## config.mk

```make
export PLATFORM = sky130hd
export DESIGN_NAME = sfc_config_bank
export DESIGN_NICKNAME = d
export VERILOG_FILES = /design/src/hdl/sfc_config_bank.v
export VERILOG_INCLUDE_DIRS = /design/src /design/src/hdl
export SDC_FILE = /design/constraint.sdc
export NUM_CORES = 1
export LEC_CHECK = 0
export BUFFER_PORTS_ARGS = -buffer_cell sky130_fd_sc_hd__buf_2
export CORE_AREA = 3 3 183 185
export DETAILED_ROUTE_END_ITERATION = 8
export DIE_AREA = 0 0 186 188
export GPL_TIMING_DRIVEN = 0
export HOLD_SLACK_MARGIN = 0.12
export PLACE_DENSITY = 0.68
export SLEW_MARGIN = 20
export SYNTH_ARGS = -nofsm -noshare
export SYNTH_HDL_FRONTEND = slang
export SYNTH_SLANG_ARGS = --single-unit
```

## constraint.sdc

```tcl
create_clock -name clock -period 3.1 [get_ports clock]
set_input_delay 0.775 -clock clock [delete_from_list [all_inputs] [get_ports clock]]
set_output_delay 0.775 -clock clock [all_outputs]
set_load 0.01 [all_outputs]
```

## src/hdl/sfc_config_regs.vh

```
// Register map, field layout and decode constants for the sensing front-end configuration bank
`ifndef SFC_CONFIG_REGS_VH
`define SFC_CONFIG_REGS_VH

// Byte addresses
`define SFC_ADDR_TX_SELECT      16'h11c6
`define SFC_TX_SELECT_BYTES     3'h6
`define SFC_ADDR_TP_FRACTION    16'h11d8
`define SFC_ADDR_TP_FIRST_PERIOD_VALUE     16'h11d9
`define SFC_ADDR_TP_SECOND_PERIOD_VALUE     16'h11da
`define SFC_ADDR_ALT_FRACTION   16'h11db
`define SFC_ADDR_ALT_FIRST_PERIOD_VALUE    16'h11dc
`define SFC_ADDR_ALT_SECOND_PERIOD_VALUE    16'h11dd
`define SFC_ADDR_TP_SETTINGS    16'h11de
`define SFC_ADDR_TP_SETTINGS_HI 16'h11df
`define SFC_ADDR_ALT_SETTINGS   16'h11e0
`define SFC_ADDR_ALT_SETTINGS_HI 16'h11e1

// Tx select mask layout
`define SFC_TX_LIVE_MASK        48'h2fffffffffff
`define SFC_TX_READ_MASK        48'h3fffffffffff

// Setting word fields
`define SFC_F_INIT_DELAY        15:14
`define SFC_F_BIAS              13:11
`define SFC_F_COUNT_LIMIT       10:8
`define SFC_F_DISCHARGE         7
`define SFC_F_RF_FILTER         6
`define SFC_F_OUT_STATIC        5
`define SFC_F_IN_STATIC         4
`define SFC_F_OFFSET_SIGN       3
`define SFC_F_OFFSET_MAG        2:0
`define SFC_F_OFFSET            3:0

// Initial cycle counts
`define SFC_INIT_CODE0          9'h010
`define SFC_INIT_CODE1          9'h020
`define SFC_INIT_CODE2          9'h040
`define SFC_INIT_CODE3          9'h100

// Count limits
`define SFC_LIMIT_CODE0         11'h17f
`define SFC_LIMIT_CODE1         11'h1ff
`define SFC_LIMIT_CODE2         11'h2ff
`define SFC_LIMIT_CODE3         11'h3ff
`define SFC_LIMIT_CODE4         11'h7ff

// Reset values
`define SFC_RESET_BYTE          8'h00
`define SFC_RESET_WORD          16'h0000
`define SFC_RESET_TX            48'h000000000000

// Sequencer states
`define SFC_ST_IDLE             2'h0
`define SFC_ST_INIT             2'h1
`define SFC_ST_COUNT            2'h2

`endif

```

## src/hdl/sfc_config_bank.v

```verilog
// Sensing front-end configuration register bank with per-channel conversion sequencers
`timescale 1ns/10ps
`include "sfc_config_regs.vh"

module sfc_config_bank (
   input  wire        clock,
   input  wire        nrst,
   input  wire        reg_wr,
   input  wire        reg_rd,
   input  wire [15:0] reg_addr,
   input  wire [7:0]  reg_wdata,
   output reg  [7:0]  reg_rdata,
   input  wire [1:0]  conv_start,
   input  wire [1:0]  conv_tick,
   output reg  [47:0] tx_select,
   output wire [1:0]  conv_busy,
   output wire [1:0]  conv_init_phase,
   output wire [1:0]  conv_done,
   output wire [21:0] conv_count,
   output wire [15:0] freq_fraction,
   output wire [15:0] first_period_value,
   output wire [15:0] second_period_value,
   output wire [17:0] initial_cycles,
   output wire [21:0] count_limit,
   output wire [5:0]  sample_hold_bias_code,
   output wire [1:0]  discharge_half_volt,
   output wire [1:0]  rf_filter_en,
   output wire [1:0]  outward_static_noise_option,
   output wire [1:0]  inward_static_noise_option,
   output wire [7:0]  sample_hold_offset_code,
   output wire [9:0]  sample_hold_offset_mv
);

   // Stored register contents
   reg  [47:0] alternate_channel_tx_select;
   reg  [7:0]  trackpad_freq_fraction;
   reg  [7:0]  trackpad_freq_period_first;
   reg  [7:0]  trackpad_freq_period_second;
   reg  [7:0]  alternate_freq_fraction;
   reg  [7:0]  alternate_freq_period_first;
   reg  [7:0]  alternate_freq_period_second;
   reg  [15:0] trackpad_frontend_settings;
   reg  [15:0] alternate_frontend_settings;

   // Tx select window decode
   wire [15:0] tx_offset;
   wire        tx_hit;
   wire [2:0]  tx_idx;
   wire [47:0] tx_readable;

   assign tx_offset   = reg_addr - `SFC_ADDR_TX_SELECT;
   assign tx_hit      = (reg_addr >= `SFC_ADDR_TX_SELECT) &&
                        (tx_offset < {13'h0000, `SFC_TX_SELECT_BYTES});
   assign tx_idx      = tx_offset[2:0];
   assign tx_readable = alternate_channel_tx_select & `SFC_TX_READ_MASK;

   // Host writes, one byte per access, low byte at the lower address
   always @(posedge clock or negedge nrst) begin
      if (!nrst) begin
         alternate_channel_tx_select  <= `SFC_RESET_TX;
         trackpad_freq_fraction       <= `SFC_RESET_BYTE;
         trackpad_freq_period_first   <= `SFC_RESET_BYTE;
         trackpad_freq_period_second  <= `SFC_RESET_BYTE;
         alternate_freq_fraction      <= `SFC_RESET_BYTE;
         alternate_freq_period_first  <= `SFC_RESET_BYTE;
         alternate_freq_period_second <= `SFC_RESET_BYTE;
         trackpad_frontend_settings   <= `SFC_RESET_WORD;
         alternate_frontend_settings  <= `SFC_RESET_WORD;
      end else if (reg_wr) begin
         if (tx_hit) begin
            alternate_channel_tx_select[tx_idx*8 +: 8] <= reg_wdata;
         end
         case (reg_addr)
            `SFC_ADDR_TP_FRACTION:      trackpad_freq_fraction <= reg_wdata;
            `SFC_ADDR_TP_FIRST_PERIOD_VALUE:       trackpad_freq_period_first <= reg_wdata;
            `SFC_ADDR_TP_SECOND_PERIOD_VALUE:       trackpad_freq_period_second <= reg_wdata;
            `SFC_ADDR_ALT_FRACTION:     alternate_freq_fraction <= reg_wdata;
            `SFC_ADDR_ALT_FIRST_PERIOD_VALUE:      alternate_freq_period_first <= reg_wdata;
            `SFC_ADDR_ALT_SECOND_PERIOD_VALUE:      alternate_freq_period_second <= reg_wdata;
            `SFC_ADDR_TP_SETTINGS:      trackpad_frontend_settings[7:0] <= reg_wdata;
            `SFC_ADDR_TP_SETTINGS_HI:   trackpad_frontend_settings[15:8] <= reg_wdata;
            `SFC_ADDR_ALT_SETTINGS:     alternate_frontend_settings[7:0] <= reg_wdata;
            `SFC_ADDR_ALT_SETTINGS_HI:  alternate_frontend_settings[15:8] <= reg_wdata;
            default: ;
         endcase
      end
   end

   // Read data, registered; unmapped addresses and unused bits read zero
   always @(posedge clock or negedge nrst) begin
      if (!nrst) begin
         reg_rdata <= `SFC_RESET_BYTE;
      end else if (reg_rd) begin
         if (tx_hit) begin
            reg_rdata <= tx_readable[tx_idx*8 +: 8];
         end else begin
            case (reg_addr)
               `SFC_ADDR_TP_FRACTION:      reg_rdata <= trackpad_freq_fraction;
               `SFC_ADDR_TP_FIRST_PERIOD_VALUE:       reg_rdata <= trackpad_freq_period_first;
               `SFC_ADDR_TP_SECOND_PERIOD_VALUE:       reg_rdata <= trackpad_freq_period_second;
               `SFC_ADDR_ALT_FRACTION:     reg_rdata <= alternate_freq_fraction;
               `SFC_ADDR_ALT_FIRST_PERIOD_VALUE:      reg_rdata <= alternate_freq_period_first;
               `SFC_ADDR_ALT_SECOND_PERIOD_VALUE:      reg_rdata <= alternate_freq_period_second;
               `SFC_ADDR_TP_SETTINGS:      reg_rdata <= trackpad_frontend_settings[7:0];
               `SFC_ADDR_TP_SETTINGS_HI:   reg_rdata <= trackpad_frontend_settings[15:8];
               `SFC_ADDR_ALT_SETTINGS:     reg_rdata <= alternate_frontend_settings[7:0];
               `SFC_ADDR_ALT_SETTINGS_HI:  reg_rdata <= alternate_frontend_settings[15:8];
               default:                    reg_rdata <= `SFC_RESET_BYTE;
            endcase
         end
      end
   end

   // Electrode mask: bit 44 and bits 47..46 never reach the sensor
   always @(posedge clock or negedge nrst) begin
      if (!nrst) begin
         tx_select <= `SFC_RESET_TX;
      end else begin
         tx_select <= alternate_channel_tx_select & `SFC_TX_LIVE_MASK;
      end
   end

   // Initial cycle decode
   function [8:0] init_decode;
      input [1:0] code;
      begin
         case (code)
            2'h0:    init_decode = `SFC_INIT_CODE0;
            2'h1:    init_decode = `SFC_INIT_CODE1;
            2'h2:    init_decode = `SFC_INIT_CODE2;
            default: init_decode = `SFC_INIT_CODE3;
         endcase
      end
   endfunction

   // Count limit decode; codes above 100 fall back to the largest limit
   function [10:0] limit_decode;
      input [2:0] code;
      begin
         case (code)
            3'h0:    limit_decode = `SFC_LIMIT_CODE0;
            3'h1:    limit_decode = `SFC_LIMIT_CODE1;
            3'h2:    limit_decode = `SFC_LIMIT_CODE2;
            3'h3:    limit_decode = `SFC_LIMIT_CODE3;
            default: limit_decode = `SFC_LIMIT_CODE4;
         endcase
      end
   endfunction

   // Sources per channel: index 0 trackpad, index 1 alternate channel
   wire [15:0] src_fraction;
   wire [15:0] src_first_period_value;
   wire [15:0] src_second_period_value;
   wire [31:0] src_settings;

   assign src_fraction = {alternate_freq_fraction, trackpad_freq_fraction};
   assign src_first_period_value  = {alternate_freq_period_first, trackpad_freq_period_first};
   assign src_second_period_value  = {alternate_freq_period_second, trackpad_freq_period_second};
   assign src_settings = {alternate_frontend_settings, trackpad_frontend_settings};

   genvar ch;
   generate
      for (ch = 0; ch < 2; ch = ch + 1) begin : g_chan
         reg  [1:0]  state;
         reg  [8:0]  init_cnt;
         reg  [10:0] cnt;
         reg         done;
         reg  [7:0]  act_fraction;
         reg  [7:0]  act_first_period_value;
         reg  [7:0]  act_second_period_value;
         reg  [8:0]  act_init;
         reg  [10:0] act_limit;
         reg  [2:0]  act_bias;
         reg         act_discharge;
         reg         act_rf;
         reg         act_out_static;
         reg         act_in_static;
         reg  [3:0]  act_offset;
         reg  [4:0]  act_offset_mv;
         wire [15:0] word;
         wire [4:0]  mag_mv;

         assign word   = src_settings[ch*16 +: 16];
         assign mag_mv = {1'b0, word[`SFC_F_OFFSET_MAG], 1'b0};

         // Settings latch at conversion start, then initial delay, then counting
         always @(posedge clock or negedge nrst) begin
            if (!nrst) begin
               state          <= `SFC_ST_IDLE;
               init_cnt       <= 9'h000;
               cnt            <= 11'h000;
               done           <= 1'b0;
               act_fraction   <= `SFC_RESET_BYTE;
               act_first_period_value    <= `SFC_RESET_BYTE;
               act_second_period_value    <= `SFC_RESET_BYTE;
               act_init       <= `SFC_INIT_CODE0;
               act_limit      <= `SFC_LIMIT_CODE0;
               act_bias       <= 3'h0;
               act_discharge  <= 1'b0;
               act_rf         <= 1'b0;
               act_out_static <= 1'b0;
               act_in_static  <= 1'b0;
               act_offset     <= 4'h0;
               act_offset_mv  <= 5'h00;
            end else begin
               done <= 1'b0;
               case (state)
                  `SFC_ST_IDLE: begin
                     if (conv_start[ch]) begin
                        act_fraction   <= src_fraction[ch*8 +: 8];
                        act_first_period_value    <= src_first_period_value[ch*8 +: 8];
                        act_second_period_value    <= src_second_period_value[ch*8 +: 8];
                        act_init       <= init_decode(word[`SFC_F_INIT_DELAY]);
                        act_limit      <= limit_decode(word[`SFC_F_COUNT_LIMIT]);
                        act_bias       <= word[`SFC_F_BIAS];
                        act_discharge  <= word[`SFC_F_DISCHARGE];
                        act_rf         <= word[`SFC_F_RF_FILTER];
                        act_out_static <= word[`SFC_F_OUT_STATIC];
                        act_in_static  <= word[`SFC_F_IN_STATIC];
                        act_offset     <= word[`SFC_F_OFFSET];
                        act_offset_mv  <= word[`SFC_F_OFFSET_SIGN] ? mag_mv :
                                          (5'h00 - mag_mv);
                        init_cnt       <= 9'h000;
                        cnt            <= 11'h000;
                        state          <= `SFC_ST_INIT;
                     end
                  end
                  `SFC_ST_INIT: begin
                     if (conv_tick[ch]) begin
                        if (init_cnt == act_init - 9'h001) begin
                           state <= `SFC_ST_COUNT;
                        end else begin
                           init_cnt <= init_cnt + 9'h001;
                        end
                     end
                  end
                  `SFC_ST_COUNT: begin
                     if (conv_tick[ch]) begin
                        cnt <= cnt + 11'h001;
                        if (cnt + 11'h001 == act_limit) begin
                           done  <= 1'b1;
                           state <= `SFC_ST_IDLE;
                        end
                     end
                  end
                  default: state <= `SFC_ST_IDLE;
               endcase
            end
         end

         // Per-channel outputs from flip-flops; busy and init phase are decoded from state
         assign conv_busy[ch]                   = (state != `SFC_ST_IDLE);
         assign conv_init_phase[ch]             = (state == `SFC_ST_INIT);
         assign conv_done[ch]                   = done;
         assign conv_count[ch*11 +: 11]         = cnt;
         assign freq_fraction[ch*8 +: 8]        = act_fraction;
         assign first_period_value[ch*8 +: 8]   = act_first_period_value;
         assign second_period_value[ch*8 +: 8]  = act_second_period_value;
         assign initial_cycles[ch*9 +: 9]       = act_init;
         assign count_limit[ch*11 +: 11]        = act_limit;
         assign sample_hold_bias_code[ch*3 +: 3] = act_bias;
         assign discharge_half_volt[ch]         = act_discharge;
         assign rf_filter_en[ch]                = act_rf;
         assign outward_static_noise_option[ch] = act_out_static;
         assign inward_static_noise_option[ch]  = act_in_static;
         assign sample_hold_offset_code[ch*4 +: 4] = act_offset;
         assign sample_hold_offset_mv[ch*5 +: 5]   = act_offset_mv;
      end
   endgenerate

endmodule

```

==> results.md, run 1 <==
- Clock transition at path regs: 60 ps
- Total Wirelength: slightly above 40 mm
- Crit Path Category: primary input to flip-flop
- Skew-Pair Late Insertion Delay: slightly above 500 ps
- Vias in the first global route: ~11000
- WP data arrival: about 3400 ps
- H-Tree Depth: 2
- P&R area growth vs syn: 21.0%
- Type of origin of the critical path: primary input
- Tmin final: between 2000 and 3000 ps
- Placed Cells: 2017
- Gate Count Post-Synth: 1374
- Nets: between 1500 and 2000
- Share of layout cells above drive strength 1: 0.267
- Core box area: roughly 0.032 sq mm
- Largest net degree at the start of global routing: between 100 and 150
- First-pass GRT wire length: 62.8 mm
- Cell Area, Synth: ~0.014 sq mm
- Post-DP Area: about 0.016 sq mm
- Hold Path Class: primary input to async pin
- Fin cells: between 2000 and 2500
- CTS max path bufs: 3
- Routed vias: 11200
- Clk sinks: 317
- Yosys cell types: between 60 and 70
- CP Max Fanout: 10
- Postcts setup bufs: 0
- Die Footprint: approximately 0.035 sq mm
- # IOs: between 200 and 250
- Ys flop type: dfrtp_1
- Wire per inst: between 15 and 20 um
- DP HPWL: roughly 30 mm
- Pwr dens: between 500 and 600 mW/mm^2
- Crit path required time: between 3000 and 4000 ps
- DRC: 0
- DRT iter0 DRCs: 877
- Starting Density: 0.447
- EDFF count, synth: 0
- Area contributors post-synth: dfrtp_1 (54%), nand2_1 (8.3%), mux2_2 (7.4%)
- Detailed Routing Iterations Pass 1: 6
- Initial antenna violation count: 7
- Max_slew headroom: 0.340
- Final hold violations: 0
- Port Buf Inserts: between 200 and 250
- Post-DRT Antenna Nets: 0
- CTS tree: done
- CTS buffer count: 36
- Sequential share of the synthesized area: 0.552
- Post-DR vias/cell: about 5.4
- Final Wtd Congestion: around 0.94
- Overflow after GRT: 0
- Final period util: 0.958
- Final setup viols: 0
- Mean Syn Cell Area: roughly 10 sq um
- CP endpoint kind: flip-flop
- Fill count: about 2900
- Fin Clk Skew: 16.2 ps
- Max-cap violation count: 0
- Worst slew pin tran: just under 1000 ps
- Post-route cell area: 0.0174 sq mm
- Static leakage: just under 9 nW
- Largest area contributor in the netlist: dfrtp_1
- Min Hold Slack: ~130 ps
- Asr flop ratio synth: 1.00
- Worst VDD drop: between 0.3 and 0.4 mV
- Row count: 66
- Die Y: between 150 and 200 um
- Maximum clock frequency: about 340 MHz
- Flops & latches, synth: about 320
- Top-area cell type share of the netlist area: 0.544
- Root Buffer: clkbuf_16
- Status: completed
- Gr usage total: 0.230
- Synth warn: 0
- Final Slew Violations: 0
- DIE WIDTH: between 150 and 200 um
==> per-layer routing <==
layer / part of all wire / GRT usage / routed length [um]
met5: 0.0013 / 0 / 51
met4: 0.032 / 0.0710 / 1290
met3: 0.069 / 0.0506 / 2830
met2: 0.46 / 0.368 / 18900
met1: 0.43 / 0.315 / 17600
==> state kept, by name, indices dropped and copies added (netlist names), 18 cells and up <==
register	cells
alternate_channel_tx_select	46
tx_select	45
g_chan.cnt	22
g_chan.init_cnt	18
==> cell type report <==
type                            instances  area (sq um)  share of cell area
Tap cell                              408           510              0.0293
Buffer                                107           572              0.0328
Inverter                               39           154             0.00884
Clock inverter                         15           189              0.0108
Timing Repair Buffer                  208          1120              0.0644
Sequential cell                       317          7940               0.456
Multi-Input combinational cell        938          5880               0.338
Antenna cell                            3          7.51            0.000431
Clock buffer                           48          1040              0.0596
==> critical path, stage by stage <==
cell and delay, ps:
buf_2 190, buf_2 320, inv_1 130, ha_1 190, clkbuf_1 260, clkbuf_2 300, a22oi_1 340, o21ai_0 150
nand2_1 100, a21oi_1 70, nor4_1 420, o31ai_1 110
==> path summary, 6_finish.rpt <==
| kind | start | end | slack [ps] | depth (start not counted) |
|---|---|---|---|---|
| worst max-delay path | reg_addr[1] | reg_rdata[0] | 130 | 12 |
| worst min-delay path | nrst | g_chan[1].cnt[3] | 130 | 1 |
| worst max register to register | g_chan[0].act_init[4] | g_chan[0].init_cnt[8] | 500 | 10 |
| worst min register to register | alternate_channel_tx_select[45] | tx_select[45] | 390 | 0 |
| max in group asynchronous | nrst | reg_rdata[7] | 1730 | 3 |
| min in group clock | alternate_channel_tx_select[45] | tx_select[45] | 390 | 0 |
==> per-stage QoR <==
step                      setup slack, ps  utilization  power [mW]  TNS (ps)
after floorplan                       202            -        5.02         0
after global placement              -4640        0.497        5.36  -1507560
after detailed placement             -826        0.501        5.40    -52090
after CTS                            23.2        0.539        9.77         0
after global routing                -3.97        0.541        10.1     -3.97
final                                 131        0.541        9.70         0
==> power by group <==
group          internal [mW]  total, mW  switching, mW
combinational          0.348      0.905          0.558
sequential              4.28       4.42          0.141
clock                   2.69       4.37           1.69
==> layout by cell type, fill, tap and decap left out, types with 23 or more instances in the layout <==
cell / instances
a21oi_1: 24
a22oi_1: 23
buf_2: 208
buf_4: 43
clkbuf_1: 57
clkbuf_16: 37
conb_1: 29
dfrtp_1: 313
inv_1: 36
mux2_2: 95
nand2_1: 317
nand3_1: 36
nor2_1: 70
o21ai_0: 80
xnor2_1: 24
==> synth_stat cells (6+ instances only) <==
cell type	instances
mux2i_1	22
a22oi_1	23
o31ai_1	15
inv_1	36
dfrtp_1	313
nor3_1	19
nand4_1	14
xor2_1	18
o2111ai_1	6
nor2b_1	8
nand3_1	36
mux2_2	95
buf_4	42
a31oi_1	8
nand3b_1	6
nor2_1	71
a21oi_1	24
clkbuf_1	54
mux4_2	8
o21ai_0	80
xnor2_1	24
nand2_1	317
ha_1	19
and3_1	14
==> logic make-up after synthesis <==
kind of cell,after synthesis,synth area share
flip-flops,317,0.552
XOR/XNOR,43,0.0271
AO/OA/AOI/OAI,199,0.0900
AND/OR/NAND/NOR,523,0.162
buffers and inverters,146,0.0496
other,2,0.000522
multiplexers,125,0.102
adder cells (fa/ha/maj),19,0.0165
==> repair_timing <==
item / CTS / global route
hold buffers: 0 / 0
resized for setup: 4 / 9
setup endpoints to repair: 39 / 58
pin swaps: 0 / 2
Note: power is estimated with default switching activity, not from simulation.
==> inputs of run 2 (changes only) <==
--- a/config.mk
+++ b/config.mk
@@ -7,9 +7,9 @@
 export NUM_CORES = 1
 export LEC_CHECK = 0
 export BUFFER_PORTS_ARGS = -buffer_cell sky130_fd_sc_hd__buf_2
-export CORE_AREA = 3 3 183 185
+export CORE_AREA = 2 2 182 184
 export DETAILED_ROUTE_END_ITERATION = 8
-export DIE_AREA = 0 0 186 188
+export DIE_AREA = 0 0 184 186
 export GPL_TIMING_DRIVEN = 0
 export HOLD_SLACK_MARGIN = 0.12
 export PLACE_DENSITY = 0.68
==> constraint.sdc (replaced) <==
create_clock -name clock -period 3.15 [get_ports clock]
set_input_delay 0.7875 -clock clock [delete_from_list [all_inputs] [get_ports clock]]
set_output_delay 0.7875 -clock clock [all_outputs]
set_load 0.01 [all_outputs]
==> run 2 against run 1 <==
  * Sequential cell count unchanged
  * Non-clock buffer count unchanged
  * Sequential power shrank 2%
  * Count of clock-buffer cells in the layout is 6 higher
  * Wire length fell by 0.55%
  * Combinational power decreased by 2.4%
  * Utilization grew 0.11 points
  * Clock skew shrank 6.7 ps
  * Cell count barely moved
  * Die area down 2.1%
  * Register-to-register slack better by 80 ps
  * Highest routed layer unchanged
  * Power fell by 1.0%
==> results.md, run 2 (same netlist as run 1, synthesis figures left out) <==
- Postcts setup bufs: 0
- Status: completed
- FF-to-FF path depth: 7
- RSZ-0062 raised after global routing: yes
- Share of layout cells above drive strength 1: 0.267
- Post-DRT Antenna Nets: 0
- DRT iter0 DRCs: between 800 and 900
- Vias in the first global route: 11000
- Pwr Total: between 9 and 10 mW
- Initial antenna violation count: 7
- Final Slew Violations: 0
- R2R setup slack: between 500 and 600 ps
- Row count: 66
- Die Y: between 150 and 200 um
- Crit Path Category: primary input to flip-flop
- # IOs: between 200 and 250
- Die Footprint: approximately 0.034 sq mm
- Final hold violations: 0
- Static leakage: around 8.8 nW
- Post-DR vias/cell: around 5.4
- Nets: roughly 1700
- Gr usage total: 0.238
- DP HPWL: between 20 and 30 mm
- Core box area: 0.0322 sq mm
- Port Buf Inserts: between 200 and 250
- Tmin final: a little under 3000 ps
- WP data arrival: approximately 3400 ps
- DRC: 0
- Wire per inst: 19.4 um
- CTS buffer count: 36
- First-pass GRT wire length: approximately 62 mm
- Final WS setup: about 180 ps
- Clk sinks: 317
- Hold-fix buffers, CTS: 0
- Crit path required time: between 3000 and 4000 ps
- Largest Register: alternate_channel_tx_select
- Max-cap violation count: 0
- Placement Setup Slack: -730 ps
- Largest net degree at the start of global routing: 103
- Starting Density: 0.447
- Final setup viols: 0
- Commonest non-fill, non-tap cell in the layout: nand2_1
- Root Buffer: clkbuf_16
- Max reg flops: 46
- Hold Path Class: primary input to async pin
- Total Wirelength: a little over 40 mm
- Max_slew headroom: 0.373
- Fin Clk Skew: around 9.5 ps
- Final period util: 0.942
- Commonest non-fill, non-tap cells in the layout: nand2_1 (317), dfrtp_1 (313), buf_2 (208)
- Post-DP Area: roughly 0.016 sq mm
- CP endpoint kind: flip-flop
- Detailed Routing Iterations Pass 1: 7
- CTS max path bufs: 3
- Final Wtd Congestion: roughly 0.95
- Pwr dens: between 500 and 600 mW/mm^2
- DIE WIDTH: 184 um
- P&R area growth vs syn: 21.3%
- H-Tree Depth: 2
- Worst VDD drop: about 0.36 mV
- CP Max Fanout: 8
- Clock transition at path regs: 60 ps
- Min Hold Slack: roughly 220 ps
- Worst slew pin tran: approximately 940 ps
- Biggest regs: alternate_channel_tx_select x46, tx_select x45, g_chan.cnt x22
- Routed vias: between 10000 and 15000
- Post-route cell area: approximately 0.017 sq mm
- Final core utilization: 0.542
- Overflow after GRT: 0
- Maximum clock frequency: approximately 340 MHz
- Type of origin of the critical path: primary input
- CTS tree: done
- Skew-Pair Late Insertion Delay: about 510 ps
-- run 2: layer usage --
layer,GRT usage,share of wire,vias to the layer above
met3,0.0507,0.067,96
met5,0,0.00076,-
met1,0.323,0.44,5502
met4,0.0947,0.040,6
met2,0.373,0.45,413
li1,-,-,5225
-- run 2: critical path: stages --
cell	delay (ps)
buf_2	140
clkbuf_4	230
clkinvlp_4	180
ha_1	160
clkbuf_1	340
nand2_1	300
nor2_1	790
mux2_2	420
-- run 2: final timing paths --
kind | from | end
setup / recovery | reg_addr[0] | alternate_freq_period_first[2]
hold / removal | nrst | g_chan[1].done
setup reg to reg | g_chan[0].cnt[0] | g_chan[0].state[1]
hold reg to reg | alternate_channel_tx_select[1] | tx_select[1]
max in group asynchronous | nrst | alternate_channel_tx_select[20]
min in group clock | alternate_channel_tx_select[1] | tx_select[1]
-- run 2: layout make-up --
cell class / instances / area, sq um
Fill cell: 2798 / 14800
Clock inverter: 10 / 136
Clock buffer: 54 / 1120
Sequential cell: 317 / 7940
Timing Repair Buffer: 208 / 1120
Inverter: 39 / 150
Buffer: 107 / 572
Tap cell: 408 / 510
Antenna cell: 4 / 10.0
Multi-Input combinational cell: 938 / 5890
-- run 2: report_power, final --
part           internal, mW  switching, mW
combinational         0.342          0.541
sequential             4.21          0.137
clock                  2.70           1.67
total                  7.26           2.34
-- run 2: what timing repair did --
| item | in CTS | in global routing |
|---|---|---|
| pin swaps | 0 | 2 |
| setup endpoints to repair | 38 | 55 |
| gates resized for setup | 3 | 10 |
-- run 2: per-stage QoR --
step,cells,setup TNS (ps)
after floorplan,1401,0
after global placement,2013,-1502970
after detailed placement,2017,-45670
after CTS,2081,0
after global routing,2083,0
final,2085,0
==> inputs of run 3 (changes only) <==
==> config.mk (replaced) <==
export PLATFORM = sky130hd
export DESIGN_NAME = sfc_config_bank
export DESIGN_NICKNAME = d
export VERILOG_FILES = /design/src/hdl/sfc_config_bank.v
export VERILOG_INCLUDE_DIRS = /design/src /design/src/hdl
export SDC_FILE = /design/constraint.sdc
export NUM_CORES = 1
export LEC_CHECK = 0
export CELL_PAD_IN_SITES_DETAIL_PLACEMENT = 2
export CELL_PAD_IN_SITES_GLOBAL_PLACEMENT = 2
export CORE_AREA = 2 2 191 193
export DETAILED_ROUTE_END_ITERATION = 8
export DIE_AREA = 0 0 193 195
export DONT_BUFFER_PORTS = 1
export GPL_TIMING_DRIVEN = 0
export HOLD_SLACK_MARGIN = 0.12
export PLACE_DENSITY = 0.81
export SLEW_MARGIN = 20
export SYNTH_ARGS = -nofsm -noshare
export SYNTH_HDL_FRONTEND = slang
export SYNTH_SLANG_ARGS = --single-unit
export TNS_END_PERCENT = 5
==> run 3 against run 2 <==
  * The flow now finishes with violations (hold timing)
  * Utilization down 7.7 points
  * Clock skew grew 6.5 ps
  * Wire length grew 24%
  * Power grew 2.5%
  * Die area grew 10%
  * Cell count fell by 7.3%
  * Critical endpoint is now reg_rdata[4]
  * Largest cell class unchanged
==> results.md, run 3 (same netlist as run 1, synthesis figures left out) <==
- Status: finished with violations
- Failing checks: hold timing
- Die Y: between 150 and 200 um
- Commonest non-fill, non-tap cells in the layout: nand2_1 (317), dfrtp_1 (313), mux2_2 (95)
- Final Slew Violations: 0
- Psw: 2.40 mW
- Routed vias: 11000
- Post-DR vias/cell: around 5.7
- Final hold violations: 20
- # IOs: between 200 and 250
- Starting Density: 0.407
- Largest net degree at the start of global routing: 318
- Gr usage total: 0.270
- Max-cap violation count: 0
- Max_slew headroom: 0.270
- R2R setup slack: around 300 ps
- Area of the multi-input gates: just under 0.006 sq mm
- Final Wtd Congestion: 0.886
- Wire per inst: roughly 26 um
- Share of layout cells above drive strength 1: 0.164
- Initial antenna violation count: 2
- CP endpoint kind: flip-flop
- Max reg flops: 46
- Hold Path Class: primary input to async pin
- CTS buffer count: 38
- First-pass GRT wire length: ~77 mm
- CP Max Fanout: 10
- Largest Register: alternate_channel_tx_select
- Fin cells: 1932
- Final WS setup: ~130 ps
- Postcts setup bufs: 0
- Die Footprint: 0.0376 sq mm
- RSZ-0062 raised after global routing: no
- Detailed Routing Iterations Pass 1: 5
- Pint: ~7.4 mW
- Commonest non-fill, non-tap cell in the layout: nand2_1
- Worst slew pin tran: between 1000 and 1500 ps
- Port Buf Inserts: 0
- Maximum clock frequency: 331 MHz
- Skew-Pair Late Insertion Delay: roughly 530 ps
- DP HPWL: approximately 35 mm
- Placement Setup Slack: -791 ps
- Final period util: 0.960
- Area taken by flip-flops and latches: around 0.0079 sq mm
- Fill count: about 3700
- FF-to-FF path depth: 10
- Nets: 1492
- Tmin final: 3020 ps
- Reg2reg start: g_chan[0].act_init[4]
- WP data arrival: approximately 3400 ps
- Seq pwr share: 0.448
- Worst VDD drop: ~0.4 mV
- Pwr dens: roughly 600 mW/mm^2
- Final setup viols: 0
- Clock transition at path regs: approximately 60 ps
- Type of origin of the critical path: primary input
- R2r endpoint: g_chan[0].init_cnt[6]
- Fin Clk Skew: 16.0 ps
- Post-DRT Antenna Nets: 0
- Clock power frac: 0.480
- P&R area growth vs syn: 14.4%
- Static leakage: roughly 8 nW
- Switch share: 0.243
- # diodes: 0
- Root Buffer: clkbuf_16
- Biggest regs: alternate_channel_tx_select x46, tx_select x45, g_chan.cnt x22
- Min Hold Slack: -46.3 ps
- DRC: 0
- Clk sinks: between 300 and 400
- Comb power frac: 0.072
- Row count: between 60 and 70
- Placed Cells: 1863
- CTS tree: done
- CTS max path bufs: 3
- Overflow after GRT: 0
- DIE WIDTH: about 190 um
- H-Tree Depth: 2
- Crit path required time: about 3500 ps
- DRT iter0 DRCs: 604
- Total Wirelength: about 50 mm
- Crit Path Category: primary input to flip-flop
- Sum Neg Setup Slack: 0 ps
- Vias in the first global route: between 10000 and 15000
- Core box area: roughly 0.035 sq mm
[run 3: cell types whose count changed in the layout (fill, tap and decap cells not counted), moves of 3 or more]
cell / previous run / this run
clkinv_2: 3 / 9
clkbuf_8: 13 / 7
buf_16: 3 / 0
diode_2: 4 / 0
buf_2: 208 / 6
clkbuf_16: 37 / 41
clkinvlp_4: 4 / 1
[run 3: how the worst max path moves through the flow]
stage / from / to / depth (start not counted)
after floorplan: reg_addr[0] / alternate_channel_tx_select[16] / 8
after global placement: reg_addr[0] / alternate_channel_tx_select[20] / 8
after detailed placement: reg_addr[1] / trackpad_freq_period_first[2] / 8
after CTS: reg_addr[0] / alternate_channel_tx_select[30] / 10
after global routing: reg_addr[0] / alternate_channel_tx_select[30] / 10
final: reg_addr[0] / reg_rdata[4] / 11
[run 3: power by group through the flow]
stage,sequential [mW],clock [mW],combinational (mW)
2_1_floorplan,4.42,0,0.521
3_3_place_gp,4.47,0,0.642
3_5_place_dp,4.48,0,0.696
4_1_cts,4.41,4.81,0.708
5_1_grt,4.43,4.98,0.794
6_report,4.41,4.73,0.707
[run 3: area by class of cell]
cell class              count  share of cell area
flip-flops and latches    317               0.482
multi-input cells         938               0.356
repair buffers              1            0.000456
clock inverters            16              0.0129
clock buffers              54              0.0695
plain buffers             106              0.0344
well taps                 461              0.0350
inverters                  39             0.00912
[run 3: what timing repair did]
item | CTS | global route
endpoints found under the setup margin | 37 | 17
hold endpoints to repair | 313 | 313
resized for setup | 3 | 2
pin swaps | 0 | 1
[run 3: worst max-delay path, stage by stage]
cell and delay (ps):
buf_2 290, clkinvlp_4 280, ha_1 250, clkbuf_1 220
clkbuf_1 330, a221oi_1 340, a21oi_1 70, a311oi_1 420
o22ai_1 200, nand2_1 130, a31oi_1 80
[run 3: per-layer routing]
layer,GRT usage,vias to the layer above,routed length (um)
met3,0.0697,110,3520
met2,0.465,363,25300
met5,0,-,0
met4,0.0932,0,1610
li1,-,4790,-
met1,0.326,5728,19700
[run 3: through the flow]
| stage | hold WS (ps) | area, sq um | power [mW] | util |
|---|---|---|---|---|
| 2_1_floorplan | 363 | 14500 | 4.94 | - |
| 3_3_place_gp | 387 | 15100 | 5.11 | 0.426 |
| 3_5_place_dp | 389 | 15100 | 5.18 | 0.426 |
| 4_1_cts | -58.6 | 16500 | 9.93 | 0.465 |
| 5_1_grt | -71.0 | 16500 | 10.2 | 0.465 |
| 6_report | -46.3 | 16500 | 9.84 | 0.465 |
